[config.mk]
export PLATFORM = sky130hd
export DESIGN_NAME = wrw_watchdog
export DESIGN_NICKNAME = d
export VERILOG_FILES = /design/src/hdl/wrw_pkg.sv /design/src/hdl/wrw_presc_if.sv /design/src/hdl/wrw_prescaler.sv /design/src/hdl/wrw_watchdog.sv
export SDC_FILE = /design/constraint.sdc
export NUM_CORES = 1
export LEC_CHECK = 0
export ABC_AREA = 1
export BUFFER_PORTS_ARGS = -buffer_cell sky130_fd_sc_hd__clkbuf_2
export CELL_PAD_IN_SITES_DETAIL_PLACEMENT = 1
export CELL_PAD_IN_SITES_GLOBAL_PLACEMENT = 1
export CORE_MARGIN = 5
export CORE_UTILIZATION = 42
export DETAILED_ROUTE_END_ITERATION = 7
export PLACE_DENSITY_LB_ADDON = 0.1
export SLEW_MARGIN = 10
export SYNTH_ARGS = -nofsm -noshare
export SYNTH_HDL_FRONTEND = slang
export SYNTH_HIERARCHICAL = 1
export SYNTH_SLANG_ARGS = --single-unit
[constraint.sdc]
create_clock -name pclk -period 6.2 [get_ports pclk]
set_clock_uncertainty 0.2 [all_clocks]
set_input_delay 1.24 -clock pclk [delete_from_list [all_inputs] [get_ports pclk]]
set_output_delay 1.24 -clock pclk [all_outputs]
set_load 0.02 [all_outputs]
[src/hdl/wrw_pkg.sv]
package wrw_pkg;

  // Clock and timing.
  localparam int CLK_PERIOD_NS      = 40;
  localparam int RESET_PULSE_NS     = 500;
  localparam int RESET_PULSE_CYCLES = (RESET_PULSE_NS + CLK_PERIOD_NS - 1) / CLK_PERIOD_NS;
  localparam int PRESCALE_CYCLES    = 16384;
  localparam int PHASE_STEP         = 64;
  localparam int STRAP_WAIT         = 2;

  // Register map, byte addresses.
  localparam int             ADDR_W        = 12;
  localparam logic [11:0]    CTRL_OFFSET   = 12'h000;
  localparam logic [11:0]    CONFIG_OFFSET = 12'h004;

  // Control register fields.
  localparam int             CNT_W         = 7;
  localparam int             ACT_BIT       = 7;
  localparam int             TOP_BIT       = 6;
  localparam logic [7:0]     CTRL_RESET    = 8'h7F;
  localparam logic [6:0]     COUNT_RESET   = 7'h7F;
  localparam logic [6:0]     TRIP_VALUE    = 7'h40;

  // Configuration register fields.
  localparam int             CFG_TB_LSB    = 0;
  localparam int             CFG_HW_BIT    = 2;
  localparam int             CFG_HALT_BIT  = 3;
  localparam int             CFG_PULSE_BIT = 4;
  localparam logic [1:0]     TB_RESET      = 2'h0;

  typedef logic [1:0] wrw_tb_t;

  typedef enum {WRW_STRAP, WRW_RUN, WRW_PULSE} wrw_state_e;

  // Phase offset of the watchdog tick, in PHASE_STEP cycles, for each timebase selection.
  function automatic int wrw_tb_lsb(input wrw_tb_t sel);
    unique case (sel)
      2'h0: return 59;
      2'h1: return 53;
      2'h2: return 35;
      2'h3: return 54;
    endcase
  endfunction

  // Timebase period in quarter prescaler periods for each selection.
  function automatic int wrw_tb_msb(input wrw_tb_t sel);
    unique case (sel)
      2'h0: return 4;
      2'h1: return 8;
      2'h2: return 20;
      2'h3: return 49;
    endcase
  endfunction

endpackage

[src/hdl/wrw_presc_if.sv]
`timescale 1ns/100ps
interface wrw_presc_if;
  logic [1:0] timebase_select;
  logic       wdg_tick;
  logic       timebase_tick;

  modport ctrl  (output timebase_select, input wdg_tick, timebase_tick);
  modport presc (input timebase_select, output wdg_tick, timebase_tick);
endinterface

[src/hdl/wrw_prescaler.sv]
`timescale 1ns/100ps
module wrw_prescaler
  import wrw_pkg::*;
#(
  parameter int PRESCALE = PRESCALE_CYCLES
)(
  // Clock and reset.
  input  wire logic   pclk,
  input  wire logic   presetn,
  // Ticks to the watchdog.
  wrw_presc_if.presc  pif
);
  localparam int PW = $clog2(PRESCALE);

  if (PRESCALE < 8 || (1 << PW) != PRESCALE)
  begin : g_bad_prescale
    $error("PRESCALE must be a power of two of at least 8");
  end

  logic [PW-1:0] count;
  logic [5:0]    units;
  logic [1:0]    sel_q;
  logic [PW-1:0] phase;
  logic          unit_tick;

  // The counter is never cleared by refresh writes, so the first tick after a write
  // falls anywhere within one prescaler period.
  always_ff @(posedge pclk or negedge presetn)
  begin
    if (!presetn)
      count <= '0;
    else
      count <= count + 1'b1;
  end

  // The timebase selection moves the point in the sequence where the watchdog ticks.
  assign phase         = PW'((wrw_tb_lsb(pif.timebase_select) * PHASE_STEP) % PRESCALE);
  assign pif.wdg_tick  = (count == phase);
  assign unit_tick     = (count[PW-3:0] == '0);

  always_ff @(posedge pclk or negedge presetn)
  begin
    if (!presetn)
      sel_q <= TB_RESET;
    else
      sel_q <= pif.timebase_select;
  end

  always_ff @(posedge pclk or negedge presetn)
  begin
    if (!presetn)
      units <= '0;
    else if (sel_q != pif.timebase_select)
      units <= '0;
    else if (unit_tick)
      units <= (32'(units) >= wrw_tb_msb(pif.timebase_select) - 1) ? '0 : units + 1'b1;
  end

  // No tick in the cycle a new selection arrives, while the unit count is still stale.
  assign pif.timebase_tick = unit_tick && (sel_q == pif.timebase_select) &&
                             (32'(units) >= wrw_tb_msb(pif.timebase_select) - 1);

endmodule // wrw_prescaler

[src/hdl/wrw_watchdog.sv]
`timescale 1ns/100ps
module wrw_watchdog
  import wrw_pkg::*;
#(
  parameter int PRESCALE     = PRESCALE_CYCLES,
  parameter int PULSE_CYCLES = RESET_PULSE_CYCLES
)(
  // Clock and reset.
  input  wire logic               pclk,
  input  wire logic               presetn,
  // APB slave.
  input  wire logic               psel,
  input  wire logic               penable,
  input  wire logic               pwrite,
  input  wire logic [ADDR_W-1:0]  paddr,
  input  wire logic [31:0]        pwdata,
  output logic      [31:0]        prdata,
  output logic                    pready,
  output logic                    pslverr,
  // Option straps.
  input  wire logic               opt_hw_watchdog_pin,
  input  wire logic               opt_halt_reset_pin,
  // Core halt handshake.
  input  wire logic               halt_request,
  output logic                    halt_enter,
  // Reset pin, open drain.
  output logic                    reset_pin_o,
  output logic                    reset_pin_oe_n,
  // Timebase tick for the clock controller.
  output logic                    timebase_tick
);

  if (PULSE_CYCLES < 2 || PULSE_CYCLES > 255)
  begin : g_bad_pulse
    $error("PULSE_CYCLES must lie between 2 and 255");
  end

  wrw_presc_if pif ();

  wrw_prescaler #(
    .PRESCALE (PRESCALE)
  ) u_prescaler (
    .pclk    (pclk),
    .presetn (presetn),
    .pif     (pif)
  );

  wrw_state_e  state;
  logic [6:0]  counter;
  logic        activation_bit;
  logic [1:0]  timebase_select;
  logic        opt_hw;
  logic        opt_halt;
  logic [1:0]  hw_sync1;
  logic [1:0]  hw_sync2;
  logic [1:0]  strap_cnt;
  logic [7:0]  pulse_cnt;
  logic        active;
  logic        tick;
  logic        ctrl_wr;
  logic        cfg_wr;
  logic        soft_trip;
  logic        roll_trip;
  logic        halt_trip;
  logic        trip;
  logic        pulse_done;
  logic        setup;
  logic        mapped;

  assign pif.timebase_select = timebase_select;
  assign tick                = pif.wdg_tick;
  assign timebase_tick       = pif.timebase_tick;

  // Option straps cross from the pins through two flip-flops.
  always_ff @(posedge pclk or negedge presetn)
  begin
    if (!presetn)
    begin
      hw_sync1 <= 2'h0;
      hw_sync2 <= 2'h0;
    end
    else
    begin
      hw_sync1 <= {opt_halt_reset_pin, opt_hw_watchdog_pin};
      hw_sync2 <= hw_sync1;
    end
  end

  // Straps are caught once, after the synchronisers have settled following reset.
  always_ff @(posedge pclk or negedge presetn)
  begin
    if (!presetn)
    begin
      opt_hw   <= 1'b0;
      opt_halt <= 1'b0;
    end
    else if (state == WRW_STRAP && strap_cnt == 2'(STRAP_WAIT))
    begin
      opt_hw   <= hw_sync2[0];
      opt_halt <= hw_sync2[1];
    end
  end

  always_ff @(posedge pclk or negedge presetn)
  begin
    if (!presetn)
      strap_cnt <= 2'h0;
    else if (state == WRW_STRAP)
      strap_cnt <= strap_cnt + 2'h1;
  end

  // Bus decode.
  assign setup   = psel && !penable;
  assign mapped  = (paddr == CTRL_OFFSET) || (paddr == CONFIG_OFFSET);
  assign ctrl_wr = psel && penable && pwrite && (paddr == CTRL_OFFSET) && state == WRW_RUN;
  assign cfg_wr  = psel && penable && pwrite && (paddr == CONFIG_OFFSET);
  assign pready  = 1'b1;

  assign active     = activation_bit || opt_hw;
  assign roll_trip  = active && tick && !ctrl_wr && counter == TRIP_VALUE;
  assign soft_trip  = ctrl_wr && (pwdata[ACT_BIT] || active) && !pwdata[TOP_BIT];
  assign halt_trip  = state == WRW_RUN && halt_request && active && opt_halt;
  assign trip       = state == WRW_RUN && (roll_trip || soft_trip || halt_trip);
  assign pulse_done = state == WRW_PULSE && 32'(pulse_cnt) == PULSE_CYCLES - 1;

  // HALT proceeds only when it does not turn into a watchdog reset.
  assign halt_enter = halt_request && state == WRW_RUN && !(active && opt_halt);

  always_ff @(posedge pclk or negedge presetn)
  begin
    if (!presetn)
      state <= WRW_STRAP;
    else
    begin
      unique case (state)
        WRW_STRAP: if (strap_cnt == 2'(STRAP_WAIT)) state <= WRW_RUN;
        WRW_RUN:   if (trip) state <= WRW_PULSE;
        WRW_PULSE: if (pulse_done) state <= WRW_RUN;
      endcase
    end
  end

  always_ff @(posedge pclk or negedge presetn)
  begin
    if (!presetn)
      pulse_cnt <= 8'h00;
    else if (state == WRW_PULSE)
      pulse_cnt <= pulse_cnt + 8'h01;
    else
      pulse_cnt <= 8'h00;
  end

  // The reset pin is pulled low only while the pulse lasts.
  assign reset_pin_o    = 1'b0;
  assign reset_pin_oe_n = (state != WRW_PULSE);

  // Counter: a write has priority over the prescaler tick.
  always_ff @(posedge pclk or negedge presetn)
  begin
    if (!presetn)
      counter <= COUNT_RESET;
    else if (pulse_done)
      counter <= COUNT_RESET;
    else if (ctrl_wr)
      counter <= pwdata[CNT_W-1:0];
    else if (state == WRW_RUN && tick)
      counter <= counter - 7'h01;
  end

  // Activation is set-only; the watchdog's own reset cycle clears it as a device reset would.
  always_ff @(posedge pclk or negedge presetn)
  begin
    if (!presetn)
      activation_bit <= CTRL_RESET[ACT_BIT];
    else if (pulse_done)
      activation_bit <= 1'b0;
    else if (ctrl_wr && pwdata[ACT_BIT])
      activation_bit <= 1'b1;
  end

  always_ff @(posedge pclk or negedge presetn)
  begin
    if (!presetn)
      timebase_select <= TB_RESET;
    else if (cfg_wr)
      timebase_select <= pwdata[CFG_TB_LSB +: 2];
  end

  // Read data and error are captured in the setup cycle and shown in the access cycle.
  always_ff @(posedge pclk or negedge presetn)
  begin
    if (!presetn)
    begin
      prdata  <= 32'h0000_0000;
      pslverr <= 1'b0;
    end
    else if (setup)
    begin
      pslverr <= !mapped;
      if (paddr == CTRL_OFFSET)
        prdata <= {24'h00_0000, activation_bit, counter};
      else if (paddr == CONFIG_OFFSET)
        prdata <= {27'h000_0000, (state == WRW_PULSE), opt_halt, opt_hw, timebase_select};
      else
        prdata <= 32'h0000_0000;
    end
  end

  // Checks.
  localparam int PULSE_LEN = PULSE_CYCLES;
  localparam int TICK_GAP  = PRESCALE - 1;

  logic [7:0]  pulse_len_q;
  logic [31:0] gap_cnt;
  logic        gap_valid;

  always_ff @(posedge pclk or negedge presetn)
  begin
    if (!presetn)
      pulse_len_q <= 8'h00;
    else if (!reset_pin_oe_n)
      pulse_len_q <= pulse_len_q + 8'h01;
    else
      pulse_len_q <= 8'h00;
  end

  always_ff @(posedge pclk or negedge presetn)
  begin
    if (!presetn)
    begin
      gap_cnt   <= 32'h0000_0000;
      gap_valid <= 1'b0;
    end
    else if (cfg_wr)
    begin
      gap_cnt   <= 32'h0000_0000;
      gap_valid <= 1'b0;
    end
    else if (tick)
    begin
      gap_cnt   <= 32'h0000_0000;
      gap_valid <= 1'b1;
    end
    else
      gap_cnt <= gap_cnt + 32'h0000_0001;
  end
endmodule // wrw_watchdog

==> results.cfg, run 1 <==
[pwr]
power.share.clock_pct = 44.8
leakage_nw = 2.064
fraction_of_power_spent_switching_nets_pct = 26.33
comb_power_share_pct = 6.4
power_density_mw_per_mm2 = 197.7
peakVddDrop_mv = 0.09475
sequentialPowerShare_pct = 48.8
cellInternalPower_mw = 0.5870
power.switching_mw = 0.2098

[synthesis]
synth_async_sr_flop_share_pct = 100.0
ys_ff_latch = 59
synthMostInstantiatedCell = sky130_fd_sc_hd__nand2_1
synthTopCellsByArea = sky130_fd_sc_hd__dfrtp_1 36%, sky130_fd_sc_hd__nand2_1 10%, sky130_fd_sc_hd__inv_1 6.4%
synthDistinctLibCells = 38
yosys_warnings = 6
synth_commonest_cells = 98 x sky130_fd_sc_hd__nand2_1, 62 x sky130_fd_sc_hd__inv_1, 52 x sky130_fd_sc_hd__dfrtp_1, 44 x sky130_fd_sc_hd__nand3_1, 40 x sky130_fd_sc_hd__nor2_1
synth.yosys.seq_area_share_pct = 41.00
syn-instance-count = 449
synth_top_cell_by_area = sky130_fd_sc_hd__dfrtp_1
synth_largest_type_area_fraction_pct = 35.92
synth-main-ff-cell = sky130_fd_sc_hd__dfrtp_1
synth_enable_flop_cells = 0
post_synth_instance_area_mm2 = 0.003622
syn_area_per_cell_um2 = 8.067

[cts]
h_tree_depth = 3
clk_latency_ps = 340
clock_tree.root_cell = sky130_fd_sc_hd__clkbuf_8
cts.repair.resized = 0
cts.hold.buffers_added = 0
post_cts.repair.setup_buffers = 0
clock_tree_from_tritoncts = built
clock_pin_slew_of_the_registers_on_the_worst_case_setup_and_hold_paths_ps = 70
maximum_count_of_clock_buffers_along_a_single_path = 2
total_cts_buffers = 9
clock-sinks = 59

[placed_design]
place_hpwl_um = 6400
area_after_detailed_placement_mm2 = 0.003830
buffer_ports.inserted = 39
gpl.final_weighted_congestion = 0.8296

[floorplanning]
dieArea_mm2 = 0.01058
die_height_um = 102.9
fp.dieW_um = 102.9
start_util_pct = 43.65
design.portCount = 90
placeableCoreArea_mm2 = 0.008299
std_cell_rows = 33

[drt]
met3_routed_length_um = 266
route.layer.met1.wl_um = 3704
wire_per_inst_um = 13.77
drt_pass1_iterations = 4
route.top_layer_used = met4
drt_iter0_markers = 63
finalWirelength_um = 8330
routed-wl-met2_um = 4281
remaining_drc_errors = 0
antenna_violating_nets_post_route = 0
routed-via-count = 2944
routed_via_density = 4.866

[timing]
timing.final.crit_share_pct = 58.50
finalHoldViolations = 0
rsz0062_at_grt = false
worst-slew-pin-transition_ps = 771.0
finalSetupViolCount = 0
max_slew_margin_pct = 48.60
max_slew_vio_count = 0
final.min_clock_period_ps = 3627
hold_ws_ps = 149.8
finalSetupTns_ps = 0
fmaxAchievable_mhz = 275.7

[layout]
drive_above_1_share_pct = 18.40
diodes = 0
design_area_mm2 = 0.004030
filler_cell_count = 1026
fin_nets = 560
growth_of_design_area_from_synthesis_to_finish_pct = 11.26

[global_route]
grtUsageTotal_pct = 17.16
grt_start_max_net_pins = 60
via_count_of_the_first_global_routing_pass = 3159
grt_remaining_overflow = 0
grt_pass1_wl_um = 14370
number_of_antenna_violations_at_the_first_check_in_global_routing = 0

[outcome]
outcome = completed

[hold_path]
worst_hold_path_type = reg2reg

[setup_path]
critical_path_arrival_ps = 2190
setup.worst_path.end_class = primary output
worst-path-max-fanout = 9
timing_worst_setup_path_type = reg2out
crit_path_start_kind = flop
timing.critical_path.required_ps = 4760

[flow_run]
max-cap-violations = 0
## layer usage
metal  vias to the layer above  GRT usage, %
met5                         -             0
met4                         0         4.482
met3                         7         3.383
met2                        50         30.64
met1                      1432         21.17
li1                       1455             -
## flip-flops by register name, indices dropped and copies added, names as in the netlist, 2 cells and up
signal	cells
u_prescaler/sel_q	2
counter	7
strap_cnt	2
pulse_cnt	8
pif.timebase_select	2
hw_sync2	2
u_prescaler/count	14
hw_sync1	2
prdata	8
u_prescaler/units	6
state	2
## path summary, 6_finish.rpt
path / end / slack [ps] / start / cells past startpoint
worst max-delay path: timebase_tick / 2570 / pif.timebase_select[0] / 5
worst min-delay path: hw_sync2[1] / 150 / hw_sync1[1] / 0
worst max register to register: state[1] / 3680 / u_prescaler/count[0] / 16
worst min register to register: hw_sync2[1] / 150 / hw_sync1[1] / 0
max in group asynchronous: prdata[7] / 4420 / presetn / 2
min in group asynchronous: u_prescaler/count[4] / 820 / presetn / 2
## worst max-delay path, cell delays in order, from the launching register on
cell	delay, ps
sky130_fd_sc_hd__dfrtp_1	530
sky130_fd_sc_hd__nand2_1	190
sky130_fd_sc_hd__ha_1	330
sky130_fd_sc_hd__a21oi_1	470
sky130_fd_sc_hd__a21oi_1	140
sky130_fd_sc_hd__clkbuf_2	180
## power by group through the flow
stage / Sequential, mW / Clock (mW) / Combinational, mW
final: 0.389 / 0.357 / 0.0507
after global routing: 0.389 / 0.394 / 0.0570
after CTS: 0.389 / 0.372 / 0.0514
after detailed placement: 0.397 / 0 / 0.0512
after global placement: 0.396 / 0 / 0.0503
after floorplan: 0.397 / 0 / 0.0407
## cell families (layout without fill, tap and decap cells)
kind of cell,after synthesis,count (layout),share of synthesized area [%]
AO/OA/AOI/OAI,30,30,5.009
XOR/XNOR,21,21,5.078
adder cells (fa/ha/maj),13,13,4.491
buffers and inverters,95,122,12.82
flip-flops,59,59,41.00
other,3,27,0.3109
AND/OR/NAND/NOR,228,228,31.30
## through the flow
stage               total power [mW]  utilization, %  setup WS [ps]  cells
floorplan                     0.4380               -           3199    473
global placement              0.4467           46.15           2946    589
detailed placement            0.4478           46.15           2945    589
CTS                           0.8124           48.56           2564    605
global route                  0.8404           48.56           2351    605
finish                        0.7967           48.56           2573    605
## final cells by class
cell class / instances / area [um^2] / area share (%)
Tap cell: 105 / 131.4 / 3.260
Multi-Input combinational cell: 319 / 1763 / 43.74
Clock buffer: 9 / 123.9 / 3.074
Sequential cell: 59 / 1485 / 36.85
Clock inverter: 7 / 76.32 / 1.894
Inverter: 66 / 247.7 / 6.147
Timing Repair Buffer: 40 / 202.7 / 5.029
## cells in the final DEF, fill, tap and decap left out, types with 2 or more instances in the layout
cell and n:
sky130_fd_sc_hd__a21oi_1 10, sky130_fd_sc_hd__clkbuf_2 39, sky130_fd_sc_hd__clkbuf_8 9, sky130_fd_sc_hd__clkinv_4 2, sky130_fd_sc_hd__clkinvlp_4 2, sky130_fd_sc_hd__conb_1 27
sky130_fd_sc_hd__dfrtp_1 52, sky130_fd_sc_hd__dfstp_2 7, sky130_fd_sc_hd__ha_1 13, sky130_fd_sc_hd__inv_1 62, sky130_fd_sc_hd__inv_2 4, sky130_fd_sc_hd__nand2_1 98
sky130_fd_sc_hd__nand2_2 5, sky130_fd_sc_hd__nand2_4 4, sky130_fd_sc_hd__nand3_1 44, sky130_fd_sc_hd__nand3_4 2, sky130_fd_sc_hd__nand4_1 6, sky130_fd_sc_hd__nor2_1 40
sky130_fd_sc_hd__nor2_2 2, sky130_fd_sc_hd__nor2_4 3, sky130_fd_sc_hd__nor3_1 11, sky130_fd_sc_hd__nor3_4 2, sky130_fd_sc_hd__nor3b_1 4, sky130_fd_sc_hd__o21ai_0 8
sky130_fd_sc_hd__o21ai_1 2, sky130_fd_sc_hd__o22ai_1 3, sky130_fd_sc_hd__o31ai_1 4, sky130_fd_sc_hd__xnor2_1 4, sky130_fd_sc_hd__xor2_1 17
Note: power is estimated with default switching activity, not from simulation.
==> run 2, diff against run 1 <==
CORE_UTILIZATION = 39   (was 42)
clock period = 3.6 ns   (was 6.2 ns; I/O delays follow)
==> run 2 against run 1 <==
Combinational power up 73%. Non-clock buffer count is 2 higher. First-iteration DRC count shrank 4.8%.
==> results.cfg, run 2 (synthesized netlist as in run 1, its figures left out) <==
[pwr]
peakVddDrop_mv = 0.1978
leakage_nw = 2.061
power_density_mw_per_mm2 = 328.1

[cts]
h_tree_depth = 3
total_cts_buffers = 9
clk_latency_ps = 340
maximum_count_of_clock_buffers_along_a_single_path = 2
clock_tree_from_tritoncts = built
clock_tree.root_cell = sky130_fd_sc_hd__clkbuf_8
cts.repair.resized = 0
clock-sinks = 59
post_cts.repair.setup_buffers = 0
clock_pin_slew_of_the_registers_on_the_worst_case_setup_and_hold_paths_ps = 80
cts.hold.buffers_added = 0

[floorplanning]
fp.dieW_um = 106.4
die_height_um = 106.4
placeableCoreArea_mm2 = 0.009153
dieArea_mm2 = 0.01131
design.portCount = 90
start_util_pct = 39.58
std_cell_rows = 35

[timing]
fmaxAchievable_mhz = 341.8
max_slew_vio_count = 0
worst-slew-pin-transition_ps = 787.8
finalHoldViolations = 0
finalSetupViolCount = 0
timing.final.crit_share_pct = 81.28
finalSetupTns_ps = 0
setup_ws_ps = 674.1
max_slew_margin_pct = 47.48
final.min_clock_period_ps = 2926
rsz0062_at_grt = false

[layout]
final_core_utilization_pct = 44.07
growth_of_design_area_from_synthesis_to_finish_pct = 11.36
largest-register = u_prescaler/count
fin_nets = 562
top_regs = u_prescaler/count x14, prdata x8, pulse_cnt x8
layout.cells.most_common = sky130_fd_sc_hd__nand2_1
layout_common_cells = 98 x sky130_fd_sc_hd__nand2_1, 62 x sky130_fd_sc_hd__inv_1, 52 x sky130_fd_sc_hd__dfrtp_1
diodes = 0
largest_reg_flops = 14
drive_above_1_share_pct = 18.73

[setup_path]
critical_path_arrival_ps = 2010
setup.worst_path.end_class = primary output
timing_worst_setup_path_type = reg2out
crit_path_start_kind = flop
worst-path-max-fanout = 9
timing.critical_path.required_ps = 2680

[placed_design]
gpl.final_weighted_congestion = 0.8024
dp_slack_ps = 984.8
place_hpwl_um = 6566
buffer_ports.inserted = 39

[drt]
remaining_drc_errors = 0
drt_iter0_markers = 60
routed_via_density = 4.711
drt_pass1_iterations = 4
finalWirelength_um = 8338
antenna_violating_nets_post_route = 0
wire_per_inst_um = 13.60
routed-via-count = 2888

[flow_run]
max-cap-violations = 0

[global_route]
grtUsageTotal_pct = 15.57
grt_remaining_overflow = 0
via_count_of_the_first_global_routing_pass = 3071
grt_pass1_wl_um = 14180
grt_start_max_net_pins = 31
number_of_antenna_violations_at_the_first_check_in_global_routing = 0

[outcome]
outcome = completed

[hold_path]
worst_hold_path_type = reg2reg
[run 2: changes by cell type in the layout (fill, tap and decap cells not counted), sizes merged]
cell | before | now
clkinv | 3 | 0
inv | 67 | 70
buf | 1 | 3
bufinv | 1 | 0
clkinvlp | 2 | 3
[run 2: path summary, 6_finish.rpt]
check                                            start             to  slack (ps)  cells after the start
worst max-delay path            pif.timebase_select[0]  timebase_tick         670                     10
worst min-delay path                       hw_sync1[0]    hw_sync2[0]         160                      0
worst max register to register    u_prescaler/count[0]       state[0]        1190                     15
worst min register to register             hw_sync1[0]    hw_sync2[0]         160                      0
max in group asynchronous                      presetn     counter[4]        2140                      2
min in group asynchronous                      presetn   pulse_cnt[6]         250                      1
[run 2: area by class of cell]
type / instances / area (um^2)
Fill cell: 1136 / 5119
Multi-Input combinational cell: 319 / 1763
Sequential cell: 59 / 1485
Inverter: 66 / 247.7
Timing Repair Buffer: 42 / 217.7
Tap cell: 111 / 138.9
Clock buffer: 9 / 123.9
Clock inverter: 7 / 57.56
[run 2: metal layers]
metal | vias up | global-route usage (%) | routed length (um)
li1 | 1465 | - | -
met1 | 1376 | 19.28 | 3839
met2 | 39 | 26.97 | 4139
met3 | 8 | 2.914 | 243
met4 | 0 | 5.550 | 115
met5 | - | 0 | 0
[run 2: stage by stage]
step / cell area [um^2] / std cells / hold slack (ps) / total power, mW
finish: 4034 / 613 / 159.5 / 1.324
global route: 4034 / 613 / 164.8 / 1.393
CTS: 4034 / 613 / 161.9 / 1.348
detailed placement: 3852 / 597 / 142.7 / 0.7725
global placement: 3852 / 597 / 136.2 / 0.7707
floorplan: 3712 / 473 / 131.2 / 0.7544
[run 2: worst max-delay path, cell delays in order (launching register included)]
cell                       delay (ps)
sky130_fd_sc_hd__dfrtp_1          500
sky130_fd_sc_hd__nand2_1          200
sky130_fd_sc_hd__inv_1             60
sky130_fd_sc_hd__ha_1             270
sky130_fd_sc_hd__nand2_1           50
sky130_fd_sc_hd__nand2_1           50
sky130_fd_sc_hd__nand2_1           50
sky130_fd_sc_hd__nand2_1           70
sky130_fd_sc_hd__nand2_2          100
sky130_fd_sc_hd__a21oi_1          140
sky130_fd_sc_hd__clkbuf_2         180
[run 2: power breakdown]
part,internal [mW],total (mW),switching [mW]
sequential,0.668,0.670,0.00271
combinational,0.0210,0.0876,0.0667
clock,0.259,0.566,0.307
total,0.947,1.32,0.376
==> run 3, diff against run 2 <==
clock period = 2.86 ns   (was 3.6 ns; I/O delays follow)
==> run 3 against run 2 <==
Sequential cell count stayed put. Final cell count up 0.33%. Clock power increased by 50%. Non-clock buffer count up 2. Power rose by 36%. Final area increased by 1.4%. Critical endpoint unchanged.
==> results.cfg, run 3 (synthesized netlist as in run 1, its figures left out) <==
[cts]
clock_tree_from_tritoncts = built
maximum_count_of_clock_buffers_along_a_single_path = 2
clock_pin_slew_of_the_registers_on_the_worst_case_setup_and_hold_paths_ps = 80
clk_latency_ps = 350
clock_tree.root_cell = sky130_fd_sc_hd__clkbuf_8
clock-sinks = 59
total_cts_buffers = 9
h_tree_depth = 3
cts.hold.buffers_added = 0

[outcome]
outcome = completed

[layout]
fin_nets = 564
top_regs = u_prescaler/count x14, prdata x8, pulse_cnt x8
diodes = 0
layout.cells.most_common = sky130_fd_sc_hd__nand2_1
largest-register = u_prescaler/count
final_core_utilization_pct = 44.69
drive_above_1_share_pct = 19.44
growth_of_design_area_from_synthesis_to_finish_pct = 12.92
layout_common_cells = 97 x sky130_fd_sc_hd__nand2_1, 62 x sky130_fd_sc_hd__inv_1, 50 x sky130_fd_sc_hd__dfrtp_1
largest_reg_flops = 14

[global_route]
grt_start_max_net_pins = 60
grt_pass1_wl_um = 14320
grtUsageTotal_pct = 15.72
number_of_antenna_violations_at_the_first_check_in_global_routing = 0
grt_remaining_overflow = 0
via_count_of_the_first_global_routing_pass = 3051

[drt]
remaining_drc_errors = 0
routed-via-count = 2936
finalWirelength_um = 8324
routed_via_density = 4.774
antenna_violating_nets_post_route = 0
drt_pass1_iterations = 4
drt_iter0_markers = 80
wire_per_inst_um = 13.53

[floorplanning]
std_cell_rows = 35
placeableCoreArea_mm2 = 0.009153
die_height_um = 106.4
design.portCount = 90
dieArea_mm2 = 0.01131
start_util_pct = 39.58
fp.dieW_um = 106.4

[timing]
finalHoldViolations = 0
worst-slew-pin-transition_ps = 770.2
max_slew_margin_pct = 48.65
rsz0062_at_grt = false
timing.final.crit_share_pct = 93.58
setup_ws_ps = 183.6
fmaxAchievable_mhz = 373.6
hold_ws_ps = 123.2
finalSetupViolCount = 0
finalSetupTns_ps = 0
final.min_clock_period_ps = 2676
max_slew_vio_count = 0

[setup_path]
setup.worst_path.end_class = primary output
timing_worst_setup_path_type = reg2out
worst-path-max-fanout = 7
crit_path_start_kind = flop
timing.critical_path.required_ps = 2090
critical_path_arrival_ps = 1900

[pwr]
cellInternalPower_mw = 1.359
power.switching_mw = 0.4458
power_density_mw_per_mm2 = 441.3
sequentialPowerShare_pct = 46.8
finalPower_mw = 1.805
peakVddDrop_mv = 0.1817
comb_power_share_pct = 6.1
leakage_nw = 2.093
fraction_of_power_spent_switching_nets_pct = 24.70
power.share.clock_pct = 47.1

[placed_design]
buffer_ports.inserted = 39
dp_slack_ps = 398.1
gpl.final_weighted_congestion = 0.7930
place_hpwl_um = 6490

[flow_run]
max-cap-violations = 0

[hold_path]
worst_hold_path_type = in2reg
run 3: cell count changes in the layout (fill, tap and decap cells not counted), sizes merged:
| cell | before | now |
|---|---|---|
| buf | 3 | 6 |
| bufinv | 0 | 2 |
| inv | 70 | 66 |
| clkinv | 0 | 3 |
| clkinvlp | 3 | 1 |
run 3: path summary, 6_finish.rpt:
| kind | cells past startpoint | slack [ps] | start | end |
|---|---|---|---|---|
| min reg2reg | 0 | 150 | hw_sync1[0] | hw_sync2[0] |
| max in group asynchronous | 2 | 1710 | presetn | pif.timebase_select[0] |
| max reg2reg | 15 | 400 | u_prescaler/count[0] | state[0] |
| max | 10 | 180 | pif.timebase_select[1] | timebase_tick |
| min | 1 | 120 | opt_halt_reset_pin | hw_sync1[1] |
| min in group asynchronous | 2 | 190 | presetn | u_prescaler/count[2] |
run 3: power groups by stage:
stage / Clock (mW) / Combinational, mW / Sequential, mW
finish: 0.851 / 0.110 / 0.844
detailed placement: 0 / 0.112 / 0.860
global placement: 0 / 0.110 / 0.860
CTS: 0.877 / 0.112 / 0.844
floorplan: 0 / 0.0882 / 0.861
global route: 0.914 / 0.124 / 0.845
run 3: area by class of cell:
cell class,count,area (um^2)
Clock buffer,10,127.6
Clock inverter,6,90.09
Fill cell,1152,5062
Inverter,66,247.7
Multi-Input combinational cell,319,1765
Sequential cell,59,1488
Tap cell,111,138.9
Timing Repair Buffer,44,232.7
run 3: worst max-delay path, cell delays in order, from the launching register on:
cell and delay [ps]:
sky130_fd_sc_hd__dfrtp_2 450, sky130_fd_sc_hd__inv_2 110, sky130_fd_sc_hd__nand2_1 100, sky130_fd_sc_hd__ha_1 290, sky130_fd_sc_hd__nand2_1 40, sky130_fd_sc_hd__inv_1 40, sky130_fd_sc_hd__nand2_1 40, sky130_fd_sc_hd__nand2_1 60
sky130_fd_sc_hd__nand2_2 110, sky130_fd_sc_hd__a21oi_1 140, sky130_fd_sc_hd__buf_2 170
run 3: metrics by stage:
| step | cells | area [um^2] |
|---|---|---|
| after floorplan | 473 | 3712 |
| after global placement | 598 | 3860 |
| after detailed placement | 598 | 3860 |
| after CTS | 614 | 4078 |
| after global routing | 615 | 4090 |
| final | 615 | 4090 |
run 3: what timing repair did:
item,in CTS,in global routing
resized for setup,0,4
setup endpoints to repair,0,1
buffers inserted,0,1
run 3: per-layer routing:
| layer | track usage, % | wire [um] | up-vias |
|---|---|---|---|
| met1 | 19.78 | 3814 | 1417 |
| met4 | 5.828 | 134 | 0 |
| met3 | 2.550 | 230 | 10 |
| met5 | 0 | 0 | - |
| li1 | - | - | 1467 |
| met2 | 27.06 | 4144 | 42 |
